==> src/rtl/jciu_params.svh <==
// Purpose: constants of the test-port instruction unit
// Assumes: 10 MHz pclk, test clock sampled by pclk
// Notes: codes, widths, offsets and timing counts
`ifndef JCIU_PARAMS_SVH
`define JCIU_PARAMS_SVH

`define JCIU_IR_W        6
`define JCIU_CFG_W       112
`define JCIU_QUICK_W     40
`define JCIU_SIG_W       16
`define JCIU_ID_W        32

`define JCIU_OP_EXTEST   6'h00
`define JCIU_OP_SELFULL  6'h01
`define JCIU_OP_SELQUICK 6'h02
`define JCIU_OP_ADDSIG   6'h03
`define JCIU_OP_LATCH    6'h05
`define JCIU_OP_RDCFG    6'h06
`define JCIU_OP_RDSIG    6'h0A
`define JCIU_OP_PRGSIG   6'h0B
`define JCIU_OP_PRGCFG   6'h0C
`define JCIU_OP_IDCODE   6'h0D
`define JCIU_OP_PRGFUSE  6'h11
`define JCIU_OP_PDN      6'h12
`define JCIU_OP_PUP      6'h13
`define JCIU_OP_RELOAD   6'h16
`define JCIU_OP_ERCFG    6'h17
`define JCIU_OP_ERSIG    6'h1B
`define JCIU_OP_CALIB    6'h1C
`define JCIU_OP_BULKER   6'h1D
`define JCIU_OP_SAMPLE   6'h1E
`define JCIU_OP_BYPASS   6'h3F

`define JCIU_ADDR_CTRL   12'h000
`define JCIU_ADDR_STAT   12'h004
`define JCIU_ADDR_SIG    12'h008
`define JCIU_CTRL_RST    32'h0000_0000
`define JCIU_CTRL_HOLD   0

`define JCIU_CLK_NS      100
`define JCIU_SWITCH_NS   1000
`define JCIU_SWITCH_CYC  (`JCIU_SWITCH_NS / `JCIU_CLK_NS)

`endif

==> src/rtl/jciu_pkg.sv <==
// Purpose: types of the test-port instruction unit
// Assumes: constants live in jciu_params.svh
// Notes: one-hot state and path codes
`default_nettype none
package jciu_pkg;

  typedef enum logic [15:0] {
    TLR   = 16'h0001, RTI   = 16'h0002, SELDR = 16'h0004,
    CAPDR = 16'h0008, SHDR  = 16'h0010, EX1DR = 16'h0020,
    PSDR  = 16'h0040, EX2DR = 16'h0080, UPDR  = 16'h0100,
    SELIR = 16'h0200, CAPIR = 16'h0400, SHIR  = 16'h0800,
    EX1IR = 16'h1000, PSIR  = 16'h2000, EX2IR = 16'h4000,
    UPIR  = 16'h8000
  } jciu_tap_t;

  typedef enum logic [4:0] {
    P_BYP  = 5'h01,
    P_ID   = 5'h02,
    P_CFG  = 5'h04,
    P_QUICK = 5'h08,
    P_SIG  = 5'h10
  } jciu_path_t;

endpackage : jciu_pkg
`default_nettype wire

==> src/rtl/jciu_tap_fsm.sv <==
// Purpose: sixteen-state test access port controller
// Assumes: step is a one-cycle pulse per test clock rising edge
// Notes: hold forces test-logic-reset, as does presetn
`timescale 1ns/10ps
`default_nettype none
module jciu_tap_fsm (
  // clock and reset
  input  wire logic           pclk,
  input  wire logic           presetn,
  // sampled port
  input  wire logic           step,
  input  wire logic           tms,
  input  wire logic           hold,
  // controller state
  output var jciu_pkg::jciu_tap_t state
);
  jciu_pkg::jciu_tap_t next_state;

  // standard transitions, taken only on a sampled rising test clock
  always_comb begin
    unique case (state)
      jciu_pkg::TLR:   next_state = tms ? jciu_pkg::TLR : jciu_pkg::RTI;
      jciu_pkg::RTI:   next_state = tms ? jciu_pkg::SELDR : jciu_pkg::RTI;
      jciu_pkg::SELDR: next_state = tms ? jciu_pkg::SELIR : jciu_pkg::CAPDR;
      jciu_pkg::CAPDR: next_state = tms ? jciu_pkg::EX1DR : jciu_pkg::SHDR;
      jciu_pkg::SHDR:  next_state = tms ? jciu_pkg::EX1DR : jciu_pkg::SHDR;
      jciu_pkg::EX1DR: next_state = tms ? jciu_pkg::UPDR : jciu_pkg::PSDR;
      jciu_pkg::PSDR:  next_state = tms ? jciu_pkg::EX2DR : jciu_pkg::PSDR;
      jciu_pkg::EX2DR: next_state = tms ? jciu_pkg::UPDR : jciu_pkg::SHDR;
      jciu_pkg::UPDR:  next_state = tms ? jciu_pkg::SELDR : jciu_pkg::RTI;
      jciu_pkg::SELIR: next_state = tms ? jciu_pkg::TLR : jciu_pkg::CAPIR;
      jciu_pkg::CAPIR: next_state = tms ? jciu_pkg::EX1IR : jciu_pkg::SHIR;
      jciu_pkg::SHIR:  next_state = tms ? jciu_pkg::EX1IR : jciu_pkg::SHIR;
      jciu_pkg::EX1IR: next_state = tms ? jciu_pkg::UPIR : jciu_pkg::PSIR;
      jciu_pkg::PSIR:  next_state = tms ? jciu_pkg::EX2IR : jciu_pkg::PSIR;
      jciu_pkg::EX2IR: next_state = tms ? jciu_pkg::UPIR : jciu_pkg::SHIR;
      jciu_pkg::UPIR:  next_state = tms ? jciu_pkg::SELDR : jciu_pkg::RTI;
      default:         next_state = jciu_pkg::TLR;
    endcase
  end

  // power-on state is test-logic-reset
  always_ff @(posedge pclk or negedge presetn) begin
    if (!presetn) begin
      state <= jciu_pkg::TLR;
    end else if (hold) begin
      state <= jciu_pkg::TLR;
    end else if (step) begin
      state <= next_state;
    end
  end
endmodule : jciu_tap_fsm
`default_nettype wire

==> src/rtl/jciu_top.sv <==
// Purpose: instruction decode and execution behind a test access port
// Assumes: test pins come from outside and are synchronised to pclk
// Notes: nvm modelled as flops; APB gives control and status
`timescale 1ns/10ps
`default_nettype none
`include "jciu_params.svh"
module jciu_top #(
  parameter int                CFG_W      = `JCIU_CFG_W,
  parameter int                QUICK_W    = `JCIU_QUICK_W,
  parameter int                SIG_W      = `JCIU_SIG_W,
  parameter logic [31:0]       ID_VALUE   = 32'h1234_5001, // arbitrary
  parameter int                CAL_CYCLES = 20000,
  parameter int                NVM_CYCLES = 10000
) (
  // clock and reset
  input  wire logic              pclk,
  input  wire logic              presetn,
  // apb slave
  input  wire logic              psel,
  input  wire logic              penable,
  input  wire logic              pwrite,
  input  wire logic [11:0]       paddr,
  input  wire logic [31:0]       pwdata,
  output logic      [31:0]       prdata,
  output logic                   pready,
  output logic                   pslverr,
  // test port pins
  input  wire logic              tck,
  input  wire logic              tms,
  input  wire logic              tdi,
  output logic                   tdo,
  output logic                   tdo_oe,
  // analog controls
  output logic      [CFG_W-1:0]  sram_cfg,
  output logic                   amp_zero,
  output logic                   analog_pd,
  output logic                   outputs_hiz
);
  localparam int SW_CYC = `JCIU_SWITCH_CYC;

  // ---- pin synchronisers; stage 0 read only by stage 1
  logic [2:0] tck_q;
  logic [1:0] tms_q;
  logic [1:0] tdi_q;
  always_ff @(posedge pclk or negedge presetn) begin
    if (!presetn) begin
      tck_q <= 3'h0;
      tms_q <= 2'h0;
      tdi_q <= 2'h0;
    end else begin
      tck_q <= {tck_q[1:0], tck};
      tms_q <= {tms_q[0], tms};
      tdi_q <= {tdi_q[0], tdi};
    end
  end
  wire tck_rise = tck_q[1] & ~tck_q[2];
  wire tck_fall = ~tck_q[1] & tck_q[2];

  // ---- apb registers
  logic [31:0] ctrl;
  wire         tap_hold = ctrl[`JCIU_CTRL_HOLD];

  // ---- tap controller
  jciu_pkg::jciu_tap_t st;
  jciu_pkg::jciu_tap_t st_q;
  jciu_tap_fsm u_tap (
    .pclk    (pclk),
    .presetn (presetn),
    .step    (tck_rise),
    .tms     (tms_q[1]),
    .hold    (tap_hold),
    .state   (st)
  );

  // ---- decode
  // unknown, sample and external test all fall back to bypass
  function automatic jciu_pkg::jciu_path_t path_of(
    input logic [`JCIU_IR_W-1:0] c);
    jciu_pkg::jciu_path_t p;
    p = jciu_pkg::P_BYP;
    if (!c[`JCIU_IR_W-1]) begin
      case (c)
        `JCIU_OP_IDCODE:  p = jciu_pkg::P_ID;
        `JCIU_OP_SELFULL:  p = jciu_pkg::P_CFG;
        `JCIU_OP_SELQUICK: p = jciu_pkg::P_QUICK;
        `JCIU_OP_ADDSIG:  p = jciu_pkg::P_SIG;
        default:          p = jciu_pkg::P_BYP;
      endcase
    end
    return p;
  endfunction : path_of

  function automatic logic deferred(input logic [`JCIU_IR_W-1:0] c);
    return c == `JCIU_OP_PRGCFG || c == `JCIU_OP_PRGSIG ||
           c == `JCIU_OP_PRGFUSE || c == `JCIU_OP_LATCH ||
           c == `JCIU_OP_RELOAD || c == `JCIU_OP_ERCFG ||
           c == `JCIU_OP_ERSIG || c == `JCIU_OP_BULKER ||
           c == `JCIU_OP_PDN || c == `JCIU_OP_PUP ||
           c == `JCIU_OP_CALIB;
  endfunction : deferred

  // ---- instruction and data registers
  logic [`JCIU_IR_W-1:0] ir;
  logic [`JCIU_IR_W-1:0] ir_sr;
  logic [`JCIU_IR_W-1:0] pend;
  logic                  pend_v;
  logic                  last_quick;
  logic                  byp_sr;
  logic [31:0]           id_sr;
  logic [CFG_W-1:0]      cfg_sr;
  logic [QUICK_W-1:0]    quick_sr;
  logic [SIG_W-1:0]      sig_sr;
  logic [CFG_W-1:0]      nvm_cfg;
  logic [SIG_W-1:0]      nvm_sig;
  logic                  fuse;

  jciu_pkg::jciu_path_t path;
  assign path = path_of(ir);

  wire in_tlr    = st == jciu_pkg::TLR;
  wire in_rti    = st == jciu_pkg::RTI;
  wire rti_entry = in_rti && st_q != jciu_pkg::RTI;
  wire do_cir    = tck_rise && st == jciu_pkg::CAPIR;
  wire do_sir    = tck_rise && st == jciu_pkg::SHIR;
  wire do_uir    = tck_rise && st == jciu_pkg::UPIR;
  wire do_cdr    = tck_rise && st == jciu_pkg::CAPDR;
  wire do_sdr    = tck_rise && st == jciu_pkg::SHDR;
  wire exec      = rti_entry && pend_v;
  wire [`JCIU_IR_W-1:0] nxt_ir = ir_sr;

  // instruction register: id after reset, loads on update-ir
  always_ff @(posedge pclk or negedge presetn) begin
    if (!presetn) begin
      ir     <= `JCIU_OP_IDCODE;
      ir_sr  <= `JCIU_OP_IDCODE;
      pend   <= `JCIU_OP_BYPASS;
      pend_v <= 1'b0;
      st_q   <= jciu_pkg::TLR;
    end else begin
      st_q <= st;
      if (in_tlr) begin
        ir     <= `JCIU_OP_IDCODE;
        pend_v <= 1'b0;
      end else if (do_uir) begin
        ir     <= nxt_ir;
        pend   <= nxt_ir;
        pend_v <= deferred(nxt_ir);
      end else if (exec) begin
        pend_v <= 1'b0;
      end
      if (do_cir) begin
        ir_sr <= `JCIU_OP_IDCODE;
      end else if (do_sir) begin
        ir_sr <= {tdi_q[1], ir_sr[`JCIU_IR_W-1:1]};
      end
    end
  end

  // shift registers: capture, shift, and nvm reads in update-ir
  always_ff @(posedge pclk or negedge presetn) begin
    if (!presetn) begin
      byp_sr     <= 1'b0;
      id_sr      <= 32'h0000_0000;
      cfg_sr     <= '0;
      quick_sr   <= '0;
      sig_sr     <= '0;
      last_quick <= 1'b0;
    end else begin
      if (do_cdr) begin
        byp_sr <= 1'b0;
        id_sr  <= ID_VALUE;
      end else if (do_sdr) begin
        unique case (path)
          jciu_pkg::P_BYP:  byp_sr  <= tdi_q[1];
          jciu_pkg::P_ID:   id_sr   <= {tdi_q[1], id_sr[31:1]};
          jciu_pkg::P_CFG:  cfg_sr  <= {tdi_q[1], cfg_sr[CFG_W-1:1]};
          jciu_pkg::P_QUICK: quick_sr <= {tdi_q[1], quick_sr[QUICK_W-1:1]};
          jciu_pkg::P_SIG:  sig_sr  <= {tdi_q[1], sig_sr[SIG_W-1:1]};
        endcase
      end
      if (do_uir) begin
        if (nxt_ir == `JCIU_OP_SELFULL)  last_quick <= 1'b0;
        if (nxt_ir == `JCIU_OP_SELQUICK) last_quick <= 1'b1;
        if (nxt_ir == `JCIU_OP_RDCFG) begin
          cfg_sr   <= nvm_cfg;
          quick_sr <= nvm_cfg[QUICK_W-1:0];
        end
        if (nxt_ir == `JCIU_OP_RDSIG) sig_sr <= nvm_sig;
      end
    end
  end

  // shift-out bit; configuration paths read zero once the fuse is set
  logic so_bit;
  always_comb begin
    so_bit = byp_sr;
    unique case (path)
      jciu_pkg::P_BYP:  so_bit = byp_sr;
      jciu_pkg::P_ID:   so_bit = id_sr[0];
      jciu_pkg::P_CFG:  so_bit = cfg_sr[0] & ~fuse;
      jciu_pkg::P_QUICK: so_bit = quick_sr[0] & ~fuse;
      jciu_pkg::P_SIG:  so_bit = sig_sr[0];
    endcase
  end
  wire shifting = st == jciu_pkg::SHDR || st == jciu_pkg::SHIR;

  // tdo changes on the falling test clock, as the port expects
  always_ff @(posedge pclk or negedge presetn) begin
    if (!presetn) begin
      tdo    <= 1'b0;
      tdo_oe <= 1'b0;
    end else if (tck_fall) begin
      tdo    <= (st == jciu_pkg::SHIR) ? ir_sr[0] : so_bit;
      tdo_oe <= shifting;
    end
  end

  // ---- deferred execution on idle entry
  logic [15:0] cal_cnt;
  logic [15:0] nvm_cnt;
  wire is_nvm_op = pend == `JCIU_OP_PRGCFG || pend == `JCIU_OP_PRGSIG ||
                   pend == `JCIU_OP_PRGFUSE || pend == `JCIU_OP_ERCFG ||
                   pend == `JCIU_OP_ERSIG || pend == `JCIU_OP_BULKER;
  wire nvm_busy = nvm_cnt != 16'h0000;
  wire cal_busy = cal_cnt != 16'h0000;

  // programming only sets bits; erases clear to zero
  always_ff @(posedge pclk or negedge presetn) begin
    if (!presetn) begin
      nvm_cfg <= '0;
      nvm_sig <= '0;
      fuse    <= 1'b0;
    end else if (exec) begin
      unique case (pend)
        `JCIU_OP_PRGCFG:  nvm_cfg <= nvm_cfg | cfg_sr;
        `JCIU_OP_PRGSIG:  nvm_sig <= nvm_sig | sig_sr;
        `JCIU_OP_PRGFUSE: fuse    <= 1'b1;
        `JCIU_OP_ERCFG:   nvm_cfg <= '0;
        `JCIU_OP_ERSIG:   nvm_sig <= '0;
        `JCIU_OP_BULKER: begin
          nvm_cfg <= '0;
          nvm_sig <= '0;
          fuse    <= 1'b0;
        end
        default: ;
      endcase
    end
  end

  // sram, power and calibration; counters run with no port activity
  always_ff @(posedge pclk or negedge presetn) begin
    if (!presetn) begin
      sram_cfg  <= '0;
      analog_pd <= 1'b0;
      cal_cnt   <= 16'h0000;
      nvm_cnt   <= 16'h0000;
    end else begin
      if (cal_busy) cal_cnt <= cal_cnt - 16'h0001;
      if (nvm_busy) nvm_cnt <= nvm_cnt - 16'h0001;
      if (exec) begin
        if (is_nvm_op) nvm_cnt <= NVM_CYCLES[15:0];
        unique case (pend)
          `JCIU_OP_LATCH: begin
            if (last_quick) sram_cfg[QUICK_W-1:0] <= quick_sr;
            else            sram_cfg <= cfg_sr;
          end
          `JCIU_OP_RELOAD: sram_cfg  <= nvm_cfg;
          `JCIU_OP_PDN:    analog_pd <= 1'b1;
          `JCIU_OP_PUP:    analog_pd <= 1'b0;
          `JCIU_OP_CALIB:  cal_cnt   <= CAL_CYCLES[15:0];
          default: ;
        endcase
      end
    end
  end
  assign amp_zero    = cal_busy;
  assign outputs_hiz = analog_pd;

  // ---- apb slave, zero wait states, error on unmapped address
  wire        acc      = psel & penable;
  wire        hit_ctrl = paddr == `JCIU_ADDR_CTRL;
  wire        hit_stat = paddr == `JCIU_ADDR_STAT;
  wire        hit_sig  = paddr == `JCIU_ADDR_SIG;
  wire        hit      = hit_ctrl | hit_stat | hit_sig;
  wire [31:0] stat_v   = {12'h000, ir, 1'b0, path,
                          2'h0, fuse, last_quick,
                          nvm_busy, pend_v, cal_busy, analog_pd};
  wire [31:0] rd_mux   = hit_ctrl ? ctrl :
                         hit_stat ? stat_v :
                         hit_sig  ? {16'h0000, nvm_sig} : 32'h0000_0000;
  assign pready  = 1'b1;
  assign pslverr = acc & ~hit;
  assign prdata  = rd_mux;

  // only the hold bit is writable; it parks the controller in reset
  always_ff @(posedge pclk or negedge presetn) begin
    if (!presetn) begin
      ctrl <= `JCIU_CTRL_RST;
    end else if (acc && pwrite && hit_ctrl) begin
      ctrl <= {31'h0, pwdata[`JCIU_CTRL_HOLD]};
    end
  end

  // ---- assertions
  property p_byp_ones;
    @(posedge pclk) disable iff (!presetn)
    ir[`JCIU_IR_W-1] |-> path == jciu_pkg::P_BYP;
  endproperty
  a_byp_ones: assert property (p_byp_ones)
    else $error("leading-one code not bypass");

  property p_byp_fallback;
    @(posedge pclk) disable iff (!presetn)
    (ir == `JCIU_OP_SAMPLE || ir == `JCIU_OP_EXTEST)
      |-> path == jciu_pkg::P_BYP;
  endproperty
  a_byp_fallback: assert property (p_byp_fallback)
    else $error("sample or extest not bypass");

  property p_tlr_id;
    @(posedge pclk) disable iff (!presetn)
    in_tlr ##1 !tap_hold |-> path == jciu_pkg::P_ID;
  endproperty
  a_tlr_id: assert property (p_tlr_id)
    else $error("id not selected after reset state");

  property p_capir;
    @(posedge pclk) disable iff (!presetn)
    do_cir |=> ir_sr == `JCIU_OP_IDCODE;
  endproperty
  a_capir: assert property (p_capir)
    else $error("capture-ir did not load id code");

  property p_deferred;
    @(posedge pclk) disable iff (!presetn)
    !rti_entry |-> ##1 $stable(nvm_cfg) && $stable(fuse);
  endproperty
  a_deferred: assert property (p_deferred)
    else $error("nvm changed outside idle entry");

  property p_switch;
    @(posedge pclk) disable iff (!presetn)
    (rti_entry && pend_v && pend == `JCIU_OP_RELOAD)
      |-> ##[1:SW_CYC] sram_cfg == nvm_cfg;
  endproperty
  a_switch: assert property (p_switch)
    else $error("sram switch too slow");

  property p_cal;
    @(posedge pclk) disable iff (!presetn)
    (rti_entry && pend_v && pend == `JCIU_OP_CALIB)
      |=> amp_zero [*8];
  endproperty
  a_cal: assert property (p_cal)
    else $error("amps not held during calibration");

  property p_bulk;
    @(posedge pclk) disable iff (!presetn)
    (exec && pend == `JCIU_OP_BULKER)
      |=> !fuse && nvm_sig == '0 && nvm_cfg == '0;
  endproperty
  a_bulk: assert property (p_bulk)
    else $error("bulk erase left bits set");

  property p_fuse_only_bulk;
    @(posedge pclk) disable iff (!presetn)
    $fell(fuse) |-> $past(pend) == `JCIU_OP_BULKER;
  endproperty
  a_fuse_only_bulk: assert property (p_fuse_only_bulk)
    else $error("fuse cleared by other code");

  property p_prog_or;
    @(posedge pclk) disable iff (!presetn)
    (exec && pend == `JCIU_OP_PRGSIG)
      |=> nvm_sig == ($past(nvm_sig) | $past(sig_sr));
  endproperty
  a_prog_or: assert property (p_prog_or)
    else $error("program did not or into nvm");

  property p_pd;
    @(posedge pclk) disable iff (!presetn)
    $changed(analog_pd) |-> $past(exec) &&
      ($past(pend) == `JCIU_OP_PDN || $past(pend) == `JCIU_OP_PUP);
  endproperty
  a_pd: assert property (p_pd)
    else $error("power state changed without command");

  c_latch_quick: cover property (@(posedge pclk) disable iff (!presetn)
    exec && pend == `JCIU_OP_LATCH && last_quick);
  c_fuse_set: cover property (@(posedge pclk) disable iff (!presetn)
    $rose(fuse));
  c_cal_done: cover property (@(posedge pclk) disable iff (!presetn)
    $fell(cal_busy));
  c_cfg_shift: cover property (@(posedge pclk) disable iff (!presetn)
    do_sdr && path == jciu_pkg::P_CFG);
endmodule : jciu_top
`default_nettype wire

==> config.mk <==
export PLATFORM = sky130hd
export DESIGN_NAME = jciu_top
export DESIGN_NICKNAME = d
export VERILOG_FILES = /design/src/rtl/jciu_pkg.sv /design/src/rtl/jciu_tap_fsm.sv /design/src/rtl/jciu_top.sv
export VERILOG_INCLUDE_DIRS = /design/src /design/src/rtl
export SDC_FILE = /design/constraint.sdc
export NUM_CORES = 1
export LEC_CHECK = 0
export BUFFER_PORTS_ARGS = -buffer_cell sky130_fd_sc_hd__buf_2
export CAP_MARGIN = 20
export CELL_PAD_IN_SITES_DETAIL_PLACEMENT = 0
export CELL_PAD_IN_SITES_GLOBAL_PLACEMENT = 2
export CORE_MARGIN = 2
export CORE_UTILIZATION = 41
export DETAILED_ROUTE_END_ITERATION = 7
export PLACE_DENSITY = 0.89
export SLEW_MARGIN = 30
export SYNTH_ARGS = -nofsm -noshare
export SYNTH_HDL_FRONTEND = slang
export SYNTH_SLANG_ARGS = --single-unit
==> constraint.sdc <==
create_clock -name pclk -period 4.42 [get_ports pclk]
set_input_delay 0.663 -clock pclk [delete_from_list [all_inputs] [get_ports pclk]]
set_output_delay 0.663 -clock pclk [all_outputs]
set_load 0.05 [all_outputs]
After elaboration in Yosys (flattened, before gate mapping)
Cells that the tools add are included.
{ "totals": {"elab_cells": 219, "input_bits": 52, "romBits": 0, "latch_bits": 0, "ff_bits": 537, "n_memories": 0, "mem_bits_rw": 0, "out_inout_bits": 151} }
{ "op_classes": {"n_div": 0, "n_mux": 65, "n_eq_ne": 55, "shift": 0, "reduce_logical": 56, "n_mul": 0, "n_addsub": 2, "n_bitwise": 15, "n_lt_le_gt_ge": 0} }
{ "op_table": {"columns": ["operator", "n"], "rows": [
  ["$mux 112", 5],
  ["$pmux 112 s2", 2],
  ["$mux 16", 16],
  ["$mux 40", 6],
  ["$pmux 16 s12", 1],
  ["$or 112x112->112", 1],
  ["$eq 6x5->1 const B", 16],
  ["$mux 32", 3],
  ["$mux 72", 1],
  ["$mux 20", 2],
  ["$eq 6x4->1 const B", 6],
  ["$pmux 16 s2", 1],
  ["$reduce_bool 16->1", 2],
  ["$sub 16x1->16 const B", 2],
  ["$mux 6", 5],
  ["$reduce_bool 2->1", 12],
  ["$pmux 5 s4", 1],
  ["$eq 6x2->1 const B", 3],
  ["$eq 6x3->1 const B", 3],
  ["$mux 9", 2],
  ["$reduce_and 2->1", 9],
  ["$eq 16x1->1 const B", 1],
  ["$eq 16x10->1 const B", 1],
  ["$eq 16x11->1 const B", 1],
  ["45 further kinds", 91]
]} }

Depth between registers and ports, before layout
Gate-level depths: netlist of the first run.
{ "depth": {"ltp_word": 13, "depth_mapped": 10, "mapped_depth_nobuf": 7} }

Hierarchy
From an unflattened synthesis of the first run, not the netlist that was laid out.
{ "hier_totals": {"cells_unflattened": 2248, "area_unflattened_um2": 24252.0} }
{ "by_module_without_submodules": {"columns": ["mod", "instances", "seq_area_each_um2", "area_each_um2", "cells_each"], "rows": [
  ["jciu_top", 1, 13053.8, 23114.7, 2120],
  ["jciu_tap_fsm", 1, 401.6, 1137.3, 128]
]} }

Worst setup path after synthesis of the first run
OpenSTA, ideal clock, no wires.
{ "synth_path": {"kind": "input port to output port", "start": "in paddr[9]", "end": "out prdata[12]", "stages": 4, "t_arrival_ns": 2.957, "required_time_ns": 3.757, "slack_ns": 0.800, "n_path_buf": 0, "cell_sequence": "or4_1 nor3_1 nand2_1 o21ai_0"} }
{ "synth_between": {"elab_chain_cells": 4, "word_cells_on_any_way": 6, "classes_between": "2 x eq/ne; 3 x mux; 1 x reduce/logical"} }
{ "synth_rtl": {"columns": ["item", "line_no", "source"], "rows": [
  ["start, declared", "jciu_top.sv:22", "input wire logic [11:0] paddr,"],
  ["$eq 12x4->1 (no line)", null, null],
  ["$mux 16", "jciu_top.sv:290", "hit_sig ? {16'h0000, nvm_sig} : 32'h0000_0000;"],
  ["$mux 20", "jciu_top.sv:289", "hit_stat ? stat_v :"],
  ["$mux 20 *", "jciu_top.sv:288", "wire [31:0] rd_mux = hit_ctrl ? ctrl :"],
  ["end, declared", "jciu_top.sv:24", "output logic [31:0] prdata,"]
]} }
Mark *: on every way between the ends. The rest lies on a longest branch, timed or not.

Final worst setup path of the first run
{ "layout_path": {"start": "reg cal_cnt[0]", "end": "out prdata[1]"} }
{ "layout_between": {"elab_chain_cells": 3} }
{ "layout_rtl": {"columns": ["item", "line_no", "source"], "rows": [
  ["start, declared", "jciu_top.sv:219", "logic [15:0] cal_cnt;"],
  ["start signal, assigned", "jciu_top.sv:258", "if (cal_busy) cal_cnt <= cal_cnt - 16'h0001;"],
  ["start signal, assigned", "jciu_top.sv:270", "`JCIU_OP_CALIB: cal_cnt <= CAL_CYCLES[15:0];"],
  ["$reduce_bool 16->1", "jciu_top.sv:225", "wire cal_busy = cal_cnt != 16'h0000;"],
  ["$mux 20", "jciu_top.sv:289", null],
  ["$mux 20", "jciu_top.sv:288", null]
]} }
No other way between the ends.

==> metrics.cfg, run 1 <==
[run_status]
status = complete, no violations

[drt]
drc = 0
vias = 18900
drt_wl_total_um = 61200
ant_nets = 0
via_per_inst = 5.52
wl_per_cell_um = 17.9
firstDrtPassIters = 5
drt_iter0_drc = 1503

[sta]
worst_slack_ps = 768
timing.slew.headroom_pct = 35.7
layout_worst_path_cycle_share_pct = 82.6
worst_pin_slew_ps = 965
setup_viol = 0
fin_setup_tns_ps = 0
slew_violations = 0
hold_violations = 0
rsz0062_at_grt = false
fmax_mhz = 274
skew_ps = 16.6
period_needed_ps = 3650

[die]
core_region_area_mm2 = 0.0578
boundaryPins = 203
die_area_mm2 = 0.0606
start_util_pct = 41.6
num_rows = 88
die_x_um = 246
die_h_um = 246

[min_path]
whs_path_depth = 1
min-delay-start = tdi
hold_class = input port to flop

[clock_network]
root_buffer = clkbuf_16
clk_path_buf_depth = 3
cts.reportedPaths.clkPinSlew_ps = 60
ctsResizeCount = 0
clk_latency_ps = 630
cts_made_buffers = 57
cts_sinks = 537
h-tree-depth = 2
cts_tree = done

[global_route]
grt_overflow_total = 0
grt_pass1_vias = 18600
grt_use_total_pct = 20.3
grt_pass1_wl_um = 100000
grt_max_degree = 167
antenna_found_initial = 0

[worst_setup_path]
cp_max_fo = 6
end_kind = output port
cp_top_family = simple AND/OR/NAND/NOR gates
critPathSlowestCell = or3b_2
cp.depth = 7
setup.worst_path.start = cal_cnt[0]
slowest_delay_ps = 490
crit_chain = inv_1, ha_1, or3b_2, nor3_1, nand2_1, a22o_1, buf_2
ff2ff_path_depth = 6
path_buf_inv = 2
required_ps = 3760
cp.arrival_ps = 2990
r2r-start = u_tap.state[14]
start_kind = flop
worstSetupPathType = flop to output port

[power]
p_leak_nw = 12.8
power_density_mw_per_mm2 = 376
ir_drop_uv = 295

[synthesis]
ys_ff_latch = 537
yosysWarnings = 0
async_reset_ff_share_pct = 100
synth_area_mm2 = 0.0240
yosysUniqueCellTypes = 62
synth_edf_count = 0
synthFlopType = dfrtp_1
seq_area_frac_synth_pct = 56.0
postSynthAreaPerCell_um2 = 9.43
syn_inst = 2549

[final_layout]
layout_commonest_cell = dfrtp_1
drive_gt1_share_pct = 12.5
antenna_cells = 0
fill_cells = 5456
fin_area_mm2 = 0.0275
nets = 2668
mostFrequentLayoutCells = dfrtp_1, nand2_1, nor2_1
synthToLayoutAreaGrowth_pct = 14.2

[placement]
place_hpwl_um = 36400
port_buffers = 158
place_area_mm2 = 0.0254
gp_congestion = 0.816
dp_slack_ps = 1030

[flow_run]
drv_cap = 0

==> stage by stage <==
| step | utilization (%) | instances | hold slack, ps | total power (W) |
|---|---|---|---|---|
| after floorplan | - | 2560 | 331 | 0.00524 |
| after global placement | 44.0 | 3316 | 341 | 0.00541 |
| after detailed placement | 44.0 | 3316 | 345 | 0.00542 |
| after CTS | 47.4 | 3419 | 112 | 0.0105 |
| after global routing | 47.5 | 3422 | 113 | 0.0107 |
| final | 47.5 | 3422 | 146 | 0.0103 |
==> final timing paths <==
path,end,slack [ps]
setup reg to reg,nvm_sig[7],1180
max in group asynchronous,nvm_cfg[60],2650
min in group asynchronous,cal_cnt[6],510
hold reg to reg,tck_q[1],350
hold / removal,tdi_q[0],150
setup / recovery,prdata[1],770
==> flip-flops by register name, summed over array words and instances, names as in the netlist, 6 cells and up <==
name,cells
cal_cnt,16
ir_sr,6
nvm_cfg,112
ir,6
u_tap.state,16
sig_sr,16
nvm_cnt,16
nvm_sig,16
st_q,16
sram_cfg,112
id_sr,32
quick_sr,40
cfg_sr,112
pend,6
==> routing by layer <==
layer	GRT usage, %	up-vias	part of all wire [%]	wire, µm
met5	0	-	0	0
met1	27.4	9459	46	27900
met4	5.76	0	2.2	1330
met3	3.26	86	4.1	2500
met2	33.9	366	48	29500
li1	-	8964	-	-
==> worst reg2reg max path, delay by kind of cell, from the launching register on <==
| family | cells | cell delay [ps] |
|---|---|---|
| and+or+nand+nor | 5 | 2360 |
| DFF | 1 | 500 |
| buffers and inverters | 1 | 240 |
==> kinds of logic after synthesis <==
| logic type | Yosys count | share of synthesized area, % |
|---|---|---|
| and+or+nand+nor | 1049 | 18.7 |
| AOI/OAI and AO/OA | 569 | 14.2 |
| xor gates and xnor gates | 29 | 1.06 |
| buffers and inverters | 224 | 4.24 |
| DFF | 537 | 56.0 |
| adders and majority gates | 3 | 0.156 |
| other | 2 | 0.0312 |
| muxes | 136 | 5.67 |
==> timing repair <==
action	4_1_cts	5_1_grt
setup buffers	0	0
hold buffers	0	1
hold endpoints to repair	0	37
==> area by class of cell <==
cell class / count / area [µm²] / share of cell area (%)
repair buffers: 202 / 1300 / 4.74
flip-flops and latches: 537 / 13500 / 49.0
inverters: 16 / 60.1 / 0.219
clock buffers: 86 / 1710 / 6.21
clock inverters: 17 / 268 / 0.975
multi-input cells: 1799 / 9710 / 35.4
well taps: 765 / 957 / 3.49
==> synthesized netlist by cell type (all sizes together) (7+ instances only) <==
| library cell | n | area, µm² |
|---|---|---|
| nand4 | 14 | 93.8 |
| nor4 | 23 | 208 |
| buf | 71 | 444 |
| nor3 | 17 | 85.1 |
| nand2 | 519 | 1950 |
| inv | 16 | 60.1 |
| and3 | 8 | 50.1 |
| or4 | 12 | 90.1 |
| nand3 | 20 | 105 |
| clkbuf | 137 | 514 |
| dfrtp | 523 | 13100 |
| nor2 | 357 | 1340 |
| and2 | 15 | 93.8 |
| nor2b | 10 | 62.6 |
| nand2b | 12 | 75.1 |
| nor4b | 9 | 85.1 |
| a22o | 16 | 140 |
| a31oi | 282 | 1760 |
| o21ai | 158 | 791 |
| nand4b | 7 | 61.3 |
| xor2 | 16 | 140 |
| xnor2 | 13 | 114 |
| mux2i | 134 | 1340 |
| a21oi | 72 | 360 |
| dfstp | 14 | 368 |
==> power breakdown <==
group | switching (W) | internal, W | total (W)
registers | 0.0000329 | 0.00495 | 0.00498
clock network | 0.00200 | 0.00300 | 0.00500
logic | 0.000256 | 0.0000880 | 0.000344
total | 0.00229 | 0.00804 | 0.0103
No activity file was read; power rests on OpenSTA's default activity.
==> inputs of run 2 (changes only) <==
--- a/config.mk
+++ b/config.mk
@@ -11,9 +11,9 @@
 export CELL_PAD_IN_SITES_DETAIL_PLACEMENT = 0
 export CELL_PAD_IN_SITES_GLOBAL_PLACEMENT = 2
 export CORE_MARGIN = 2
-export CORE_UTILIZATION = 41
+export CORE_UTILIZATION = 34
 export DETAILED_ROUTE_END_ITERATION = 7
-export PLACE_DENSITY = 0.89
+export PLACE_DENSITY = 0.79
 export SLEW_MARGIN = 30
 export SYNTH_ARGS = -nofsm -noshare
 export SYNTH_HDL_FRONTEND = slang
==> constraint.sdc (replaced) <==
create_clock -name pclk -period 3.02 [get_ports pclk]
set_input_delay 0.453 -clock pclk [delete_from_list [all_inputs] [get_ports pclk]]
set_output_delay 0.453 -clock pclk [all_outputs]
set_load 0.05 [all_outputs]
==> run 2 against run 1 <==
Against the previous run: cell area is 2.8% higher; sequential share of layout area shrank 1.3 points; clock skew shrank 1.6 ps; first-iteration DRC count is 19% lower; sequential power rose by 47%; combinational power up 52%; die area increased by 20%; critical path type unchanged; global-route usage down 2.8 points; routed wire length grew 5.3%; count of clock-buffer cells in the layout grew 5.
==> metrics.cfg, run 2 (synthesized netlist as in run 1, its figures left out) <==
[run_status]
status = complete, no violations

[placement]
port_buffers = 158  ; unchanged
place_hpwl_um = 38100  ; +4.7%
gp_congestion = 0.814  ; -0.33%

[drt]
ant_nets = 0  ; unchanged
vias = 19000  ; +0.87%
firstDrtPassIters = 5  ; unchanged
wl_per_cell_um = 17.7  ; -0.99%
via_per_inst = 5.23  ; -5.2%
drt_iter0_drc = 1223  ; -19%
drc = 0  ; unchanged
drt_wl_total_um = 64500  ; +5.3%

[global_route]
grt-busiest-layer = met2
grt_util_met1_pct = 23.3  ; -4.1 points
globalRouteMet3Util_pct = 2.34  ; -0.92 points
grt_max_degree = 145  ; -13%
grt_pass1_wl_um = 105000  ; +4.5%
antenna_found_initial = 0  ; unchanged
use_met2_pct = 29.9  ; -4.0 points
grt_pass1_vias = 19000  ; +2.2%
grt_use_total_pct = 17.6  ; -2.8 points
grt_overflow_total = 0  ; unchanged

[worst_setup_path]
critical_path.endpoint = prdata[1]
crit_chain = or4_4, nor3_4, nand2_1, buf_4, a22o_1, buf_6
slowest_delay_ps = 600  ; +110 ps
ff2ff_path_depth = 7  ; +1
cp.arrival_ps = 2490  ; -500 ps
cp_max_fo = 6  ; unchanged
setup.worst_path.start = cal_cnt[4]
r2r-start = u_tap.state[14]
critPathSlowestCell = or4_4
end_kind = output port
required_ps = 2570  ; -1190 ps
worstSetupPathType = flop to output port
r2r_slack_ps = 220  ; -960 ps
regToRegEndpoint = nvm_cfg[95]
start_kind = flop

[clock_network]
cts_made_buffers = 61  ; +7.0%
clk_latency_ps = 630  ; about the same
h-tree-depth = 2  ; unchanged
cts_tree = done
root_buffer = clkbuf_16
cts_sinks = 537  ; unchanged
clk_path_buf_depth = 3  ; unchanged
cts.reportedPaths.clkPinSlew_ps = 60  ; about the same

[sta]
setup_viol = 0  ; unchanged
fin_setup_tns_ps = 0  ; unchanged
layout_worst_path_cycle_share_pct = 97.4
worst_pin_slew_ps = 935  ; -29.7 ps
rsz0062_at_grt = false
hold_violations = 0  ; unchanged
fmax_mhz = 340
slew_violations = 0  ; unchanged
skew_ps = 15.1  ; -1.58 ps
period_needed_ps = 2940
timing.slew.headroom_pct = 37.6  ; +2.0 points

[die]
num_rows = 97  ; +10%
core_region_area_mm2 = 0.0700  ; +21%
boundaryPins = 203  ; unchanged
die_area_mm2 = 0.0729  ; +20%
die_x_um = 270  ; +9.7%
start_util_pct = 34.3  ; -7.3 points
die_h_um = 270  ; +9.7%

[power]
p_leak_nw = 13.1  ; +2.0%
power_density_mw_per_mm2 = 545  ; +45%
p_total_w = 0.0154  ; +49%
ir_drop_uv = 490  ; +66%

[final_layout]
reg_top3 = cfg_sr: 112 flops, nvm_cfg: 112 flops, sram_cfg: 112 flops
synthToLayoutAreaGrowth_pct = 17.4
antenna_cells = 0  ; unchanged
fin_util_pct = 40.3  ; -7.2 points
drive_gt1_share_pct = 14.0  ; +1.5 points
layout_commonest_cell = dfrtp_1
nets = 2707  ; +1.5%
mostFrequentLayoutCells = dfrtp_1, nand2_1, nor2_1

[flow_run]
drv_cap = 0  ; unchanged

[min_path]
hold_class = input port to flop

[run 2: cell types whose count changed in the layout (fill, tap and decap cells not counted), moves of 3 or more]
cell / before / now
buf_12: 10 / 27
buf_4: 30 / 48
clkbuf_1: 12 / 15
clkbuf_16: 57 / 61
clkinv_2: 6 / 11
dlygate4sd3_1: 1 / 4
[run 2: worst min-delay path by stage]
| stage | start | to | slack, ps | cells past startpoint |
|---|---|---|---|---|
| 2_1_floorplan | presetn | analog_pd | 160 | 0 |
| 3_3_place_gp | tck_q[0] | tck_q[1] | 330 | 0 |
| 3_5_place_dp | tdi_q[0] | tdi_q[1] | 340 | 0 |
| 4_1_cts | pwdata[0] | ctrl[0] | 20 | 2 |
| 5_1_grt | pwdata[0] | ctrl[0] | 40 | 2 |
| 6_report | pwdata[0] | ctrl[0] | 50 | 2 |
[run 2: through the flow]
step	cells	hold WS (ps)	instance area, µm²	worst slack, ps
floorplan	2560	157	24100	89.2
global placement	3523	334	26100	290
detailed placement	3523	336	26100	246
CTS	3639	18.6	28200	4.60
global route	3641	42.0	28200	6.30
finish	3641	51.1	28200	78.5
[run 2: timing repair]
action / CTS / global route
setup endpoints to repair: 2 / 3
pin swaps: 1 / 1
setup buffers: 0 / 2
hold buffers: 4 / 0
resized for setup: 6 / 7
hold endpoints to repair: 39 / 0
cloned: 0 / 0
[run 2: cell type report]
type	count	area [µm²]
Inverter	16	60.1
Clock buffer	91	1790
Clock inverter	21	258
Sequential cell	537	13500
Multi-Input combinational cell	1799	9740
Fill cell	6905	41800
Timing Repair Buffer	237	1750
Tap cell	940	1180
[run 2: worst max-delay path: cells and delay by family (launching register included)]
family,cells,cell delay [ps]
AND/OR/NAND/NOR,3,860
buffers and inverters,2,320
flip-flops,1,440
AO/OA/AOI/OAI,1,220
[run 2: layer usage]
metal  up-vias  share of wire (%)  wire length, µm
met5         -                  0                0
met4         0                2.4             1560
met3       105                3.5             2270
met2       365                 49            31500
met1      9537                 45            29200
li1       9033                  -                -
[run 2: report_power, final]
group          switching, W  internal [W]
logic              0.000376      0.000148
registers         0.0000478       0.00725
clock network       0.00306       0.00450
==> inputs of run 3 (changes only) <==
--- a/config.mk
+++ b/config.mk
@@ -6,14 +6,15 @@
 export SDC_FILE = /design/constraint.sdc
 export NUM_CORES = 1
 export LEC_CHECK = 0
+export ABC_AREA = 1
 export BUFFER_PORTS_ARGS = -buffer_cell sky130_fd_sc_hd__buf_2
 export CAP_MARGIN = 20
 export CELL_PAD_IN_SITES_DETAIL_PLACEMENT = 0
 export CELL_PAD_IN_SITES_GLOBAL_PLACEMENT = 2
 export CORE_MARGIN = 2
-export CORE_UTILIZATION = 34
+export CORE_UTILIZATION = 37
 export DETAILED_ROUTE_END_ITERATION = 7
-export PLACE_DENSITY = 0.79
+export PLACE_DENSITY = 0.84
 export SLEW_MARGIN = 30
 export SYNTH_ARGS = -nofsm -noshare
 export SYNTH_HDL_FRONTEND = slang
==> constraint.sdc (replaced) <==
create_clock -name pclk -period 2.8 [get_ports pclk]
set_input_delay 0.42 -clock pclk [delete_from_list [all_inputs] [get_ports pclk]]
set_output_delay 0.42 -clock pclk [all_outputs]
set_load 0.05 [all_outputs]
==> run 3 against run 2 <==
Against the previous run: clock skew is 14 ps higher; final cell count is 11% higher; cell area is 4.0% higher; non-clock buffer count is 15 lower; first-iteration DRC count is 42% higher; via count is 10% higher; worst setup slack better by 63 ps.
==> metrics.cfg, run 3 <==
[run_status]
status = complete, no violations

[placement]
place_hpwl_um = 42500  ; +12%
gp_congestion = 0.821  ; +0.88%
dp_slack_ps = 356  ; +110 ps
port_buffers = 158  ; unchanged

[worst_setup_path]
required_ps = 2380  ; -190 ps
ff2ff_path_depth = 9  ; +2
start_kind = flop
cp.arrival_ps = 2240  ; -250 ps
slowest_delay_ps = 400  ; -200 ps
end_kind = output port
crit_chain = nor2_1, inv_1, nor2_1, nand3_1, inv_1, nand2_2, a32o_1, buf_2
cp_max_fo = 4  ; -2
critPathSlowestCell = dfrtp_1
regToRegEndpoint = cfg_sr[23]
r2r-start = u_tap.state[1]
r2r_slack_ps = 260  ; +40 ps
worstSetupPathType = flop to output port

[die]
boundaryPins = 203  ; unchanged
start_util_pct = 37.5  ; +3.2 points
num_rows = 95  ; -2.1%
die_x_um = 266  ; -1.6%
core_region_area_mm2 = 0.0675  ; -3.6%
die_area_mm2 = 0.0706  ; -3.1%
die_h_um = 266  ; -1.6%

[synthesis]
synthMuxAreaShare_pct = 1.46  ; -4.2 points
synthFlopType = dfrtp_1
postSynthAreaPerCell_um2 = 8.37  ; -11%
synth_top_area_cell = dfrtp_1
synth_edf_count = 0  ; unchanged
seq_area_frac_synth_pct = 53.1  ; -2.9 points
ys_ff_latch = 537  ; unchanged
yosysUniqueCellTypes = 50  ; -19%
synth_compound_area_share_pct = 17.1  ; +3.0 points
synth_top_cell_area_share_pct = 51.7  ; -2.8 points
synth_xor_xnor_area_share_pct = 0.657  ; -0.40 points
yosysMostFrequentCell = nand2_1
netlist_top_cells_area = dfrtp_1, nand2_1, o21ai_0
synth_fa_ha_area_share_pct = 0.148  ; -0.0080 points
synth_commonest_cells = nand2_1, dfrtp_1, o21ai_0
synth_area_mm2 = 0.0253  ; +5.4%
synth_top_family_by_area = simple AND/OR/NAND/NOR gates
synth_simple_gate_area_share_pct = 20.4  ; +1.7 points
syn_inst = 3026  ; +19%
yosysWarnings = 0  ; unchanged
async_reset_ff_share_pct = 100  ; unchanged

[final_layout]
nets = 3178  ; +17%
fin_util_pct = 43.5  ; +3.2 points
reg_top3 = cfg_sr: 112 flops, nvm_cfg: 112 flops, sram_cfg: 112 flops
antenna_cells = 0  ; unchanged
drive_gt1_share_pct = 11.9  ; -2.1 points
layout_commonest_cell = nand2_1
mostFrequentLayoutCells = nand2_1, dfrtp_1, o21ai_0
synthToLayoutAreaGrowth_pct = 15.9

[min_path]
min_to = ctrl[0]
hold_class = input port to flop
whs_path_depth = 3  ; +1
min-delay-start = pwdata[0]

[global_route]
grt_use_total_pct = 19.6  ; +2.1 points
grt_max_degree = 157  ; +8.3%
grt_pass1_wl_um = 113000  ; +7.8%
grt_pass1_vias = 20700  ; +9.1%
grt_overflow_total = 0  ; unchanged
antenna_found_initial = 0  ; unchanged

[power]
p_leak_nw = 14.3  ; +9.6%
ir_drop_uv = 430  ; -12%
power_density_mw_per_mm2 = 576  ; +5.7%

[clock_network]
cts.reportedPaths.clkPinSlew_ps = 60  ; about the same
cts_sinks = 537  ; unchanged
root_buffer = clkbuf_16
cts_tree = done
cts_made_buffers = 60  ; -1.6%
clk_latency_ps = 640  ; about the same
clk_path_buf_depth = 3  ; unchanged
h-tree-depth = 2  ; unchanged

[sta]
fmax_mhz = 376
worst_slack_ps = 142  ; +63.3 ps
worst_pin_slew_ps = 804  ; -132 ps
hold_violations = 0  ; unchanged
skew_ps = 28.9  ; +13.8 ps
period_needed_ps = 2660
slew_violations = 0  ; unchanged
layout_worst_path_cycle_share_pct = 94.9
timing.slew.headroom_pct = 46.4  ; +8.8 points
rsz0062_at_grt = false
fin_setup_tns_ps = 0  ; unchanged
setup_viol = 0  ; unchanged

[drt]
wl_per_cell_um = 16.9  ; -4.6%
via_per_inst = 5.20  ; -0.62%
firstDrtPassIters = 6  ; +1
drt_iter0_drc = 1735  ; +42%
ant_nets = 0  ; unchanged
drc = 0  ; unchanged
vias = 21000  ; +10%
drt_wl_total_um = 68500  ; +6.1%

[flow_run]
drv_cap = 0  ; unchanged

[run 3: area by class of cell]
type / instances / area, µm²
clock buffer: 83 / 1720
fill: 6650 / 38200
inverter: 204 / 772
multi-input combinational: 2098 / 10200
timing repair buffer: 222 / 1570
tap: 873 / 1090
clock inverter: 31 / 536
sequential: 537 / 13500
[run 3: routing by layer]
metal	global-route usage, %	vias to the layer above	wire length [µm]
met5	0	-	0
met4	4.74	0	1320
met3	2.28	84	2520
met2	33.2	407	33200
met1	26.9	10200	31400
li1	-	10300	-
[run 3: critical path: cells and delay by family (launching register included)]
kind            cells  cell delay, ps
compound gates      1             250
simple gates        4             590
flops               1             400
buf+inv             3             380
[run 3: how the worst max path moves through the flow]
stage	cells after the start	slack, ps	endpoint	startpoint
detailed placement	11	360	nvm_cfg[98]	u_tap.state[7]
finish	8	140	prdata[3]	nvm_cnt[6]
floorplan	6	-100	prdata[11]	paddr[1]
global route	7	20	prdata[1]	cal_cnt[0]
global placement	9	390	cfg_sr[28]	u_tap.state[2]
CTS	7	10	prdata[8]	ir[2]
[run 3: timing repair]
| item | CTS | global route |
|---|---|---|
| endpoints found under the hold margin | 58 | 0 |
| pin swaps | 0 | 2 |
| buffers inserted | 0 | 3 |
| hold buffers | 4 | 0 |
| setup endpoints to repair | 2 | 3 |
| gates resized for setup | 4 | 6 |
[run 3: cells by family after synthesis]
group           Yosys count
buf+inv                 402
flops                   537
simple gates           1242
other cells               2
fa+ha+maj                 3
mux                      37
xor+xnor                 19
compound gates          784
[run 3: report_power, final]
group	total, W	internal [W]	leakage, nW	switching (W)
logic	0.000274	0.0000502	5.78	0.000224
clock network	0.00886	0.00550	1.11	0.00337
registers	0.00777	0.00777	7.43	0.00000583
total	0.0169	0.0133	14.3	0.00360
[run 3: metrics by stage]
stage                     power [W]  hold slack, ps  instance area [µm²]  cells
final                        0.0169            76.4                29400   4048
after global routing         0.0175            73.5                29400   4048
after CTS                    0.0172            36.9                29300   4045
after detailed placement    0.00820             347                27000   3927
after global placement      0.00819             339                27000   3927
after floorplan             0.00799             124                25400   3037
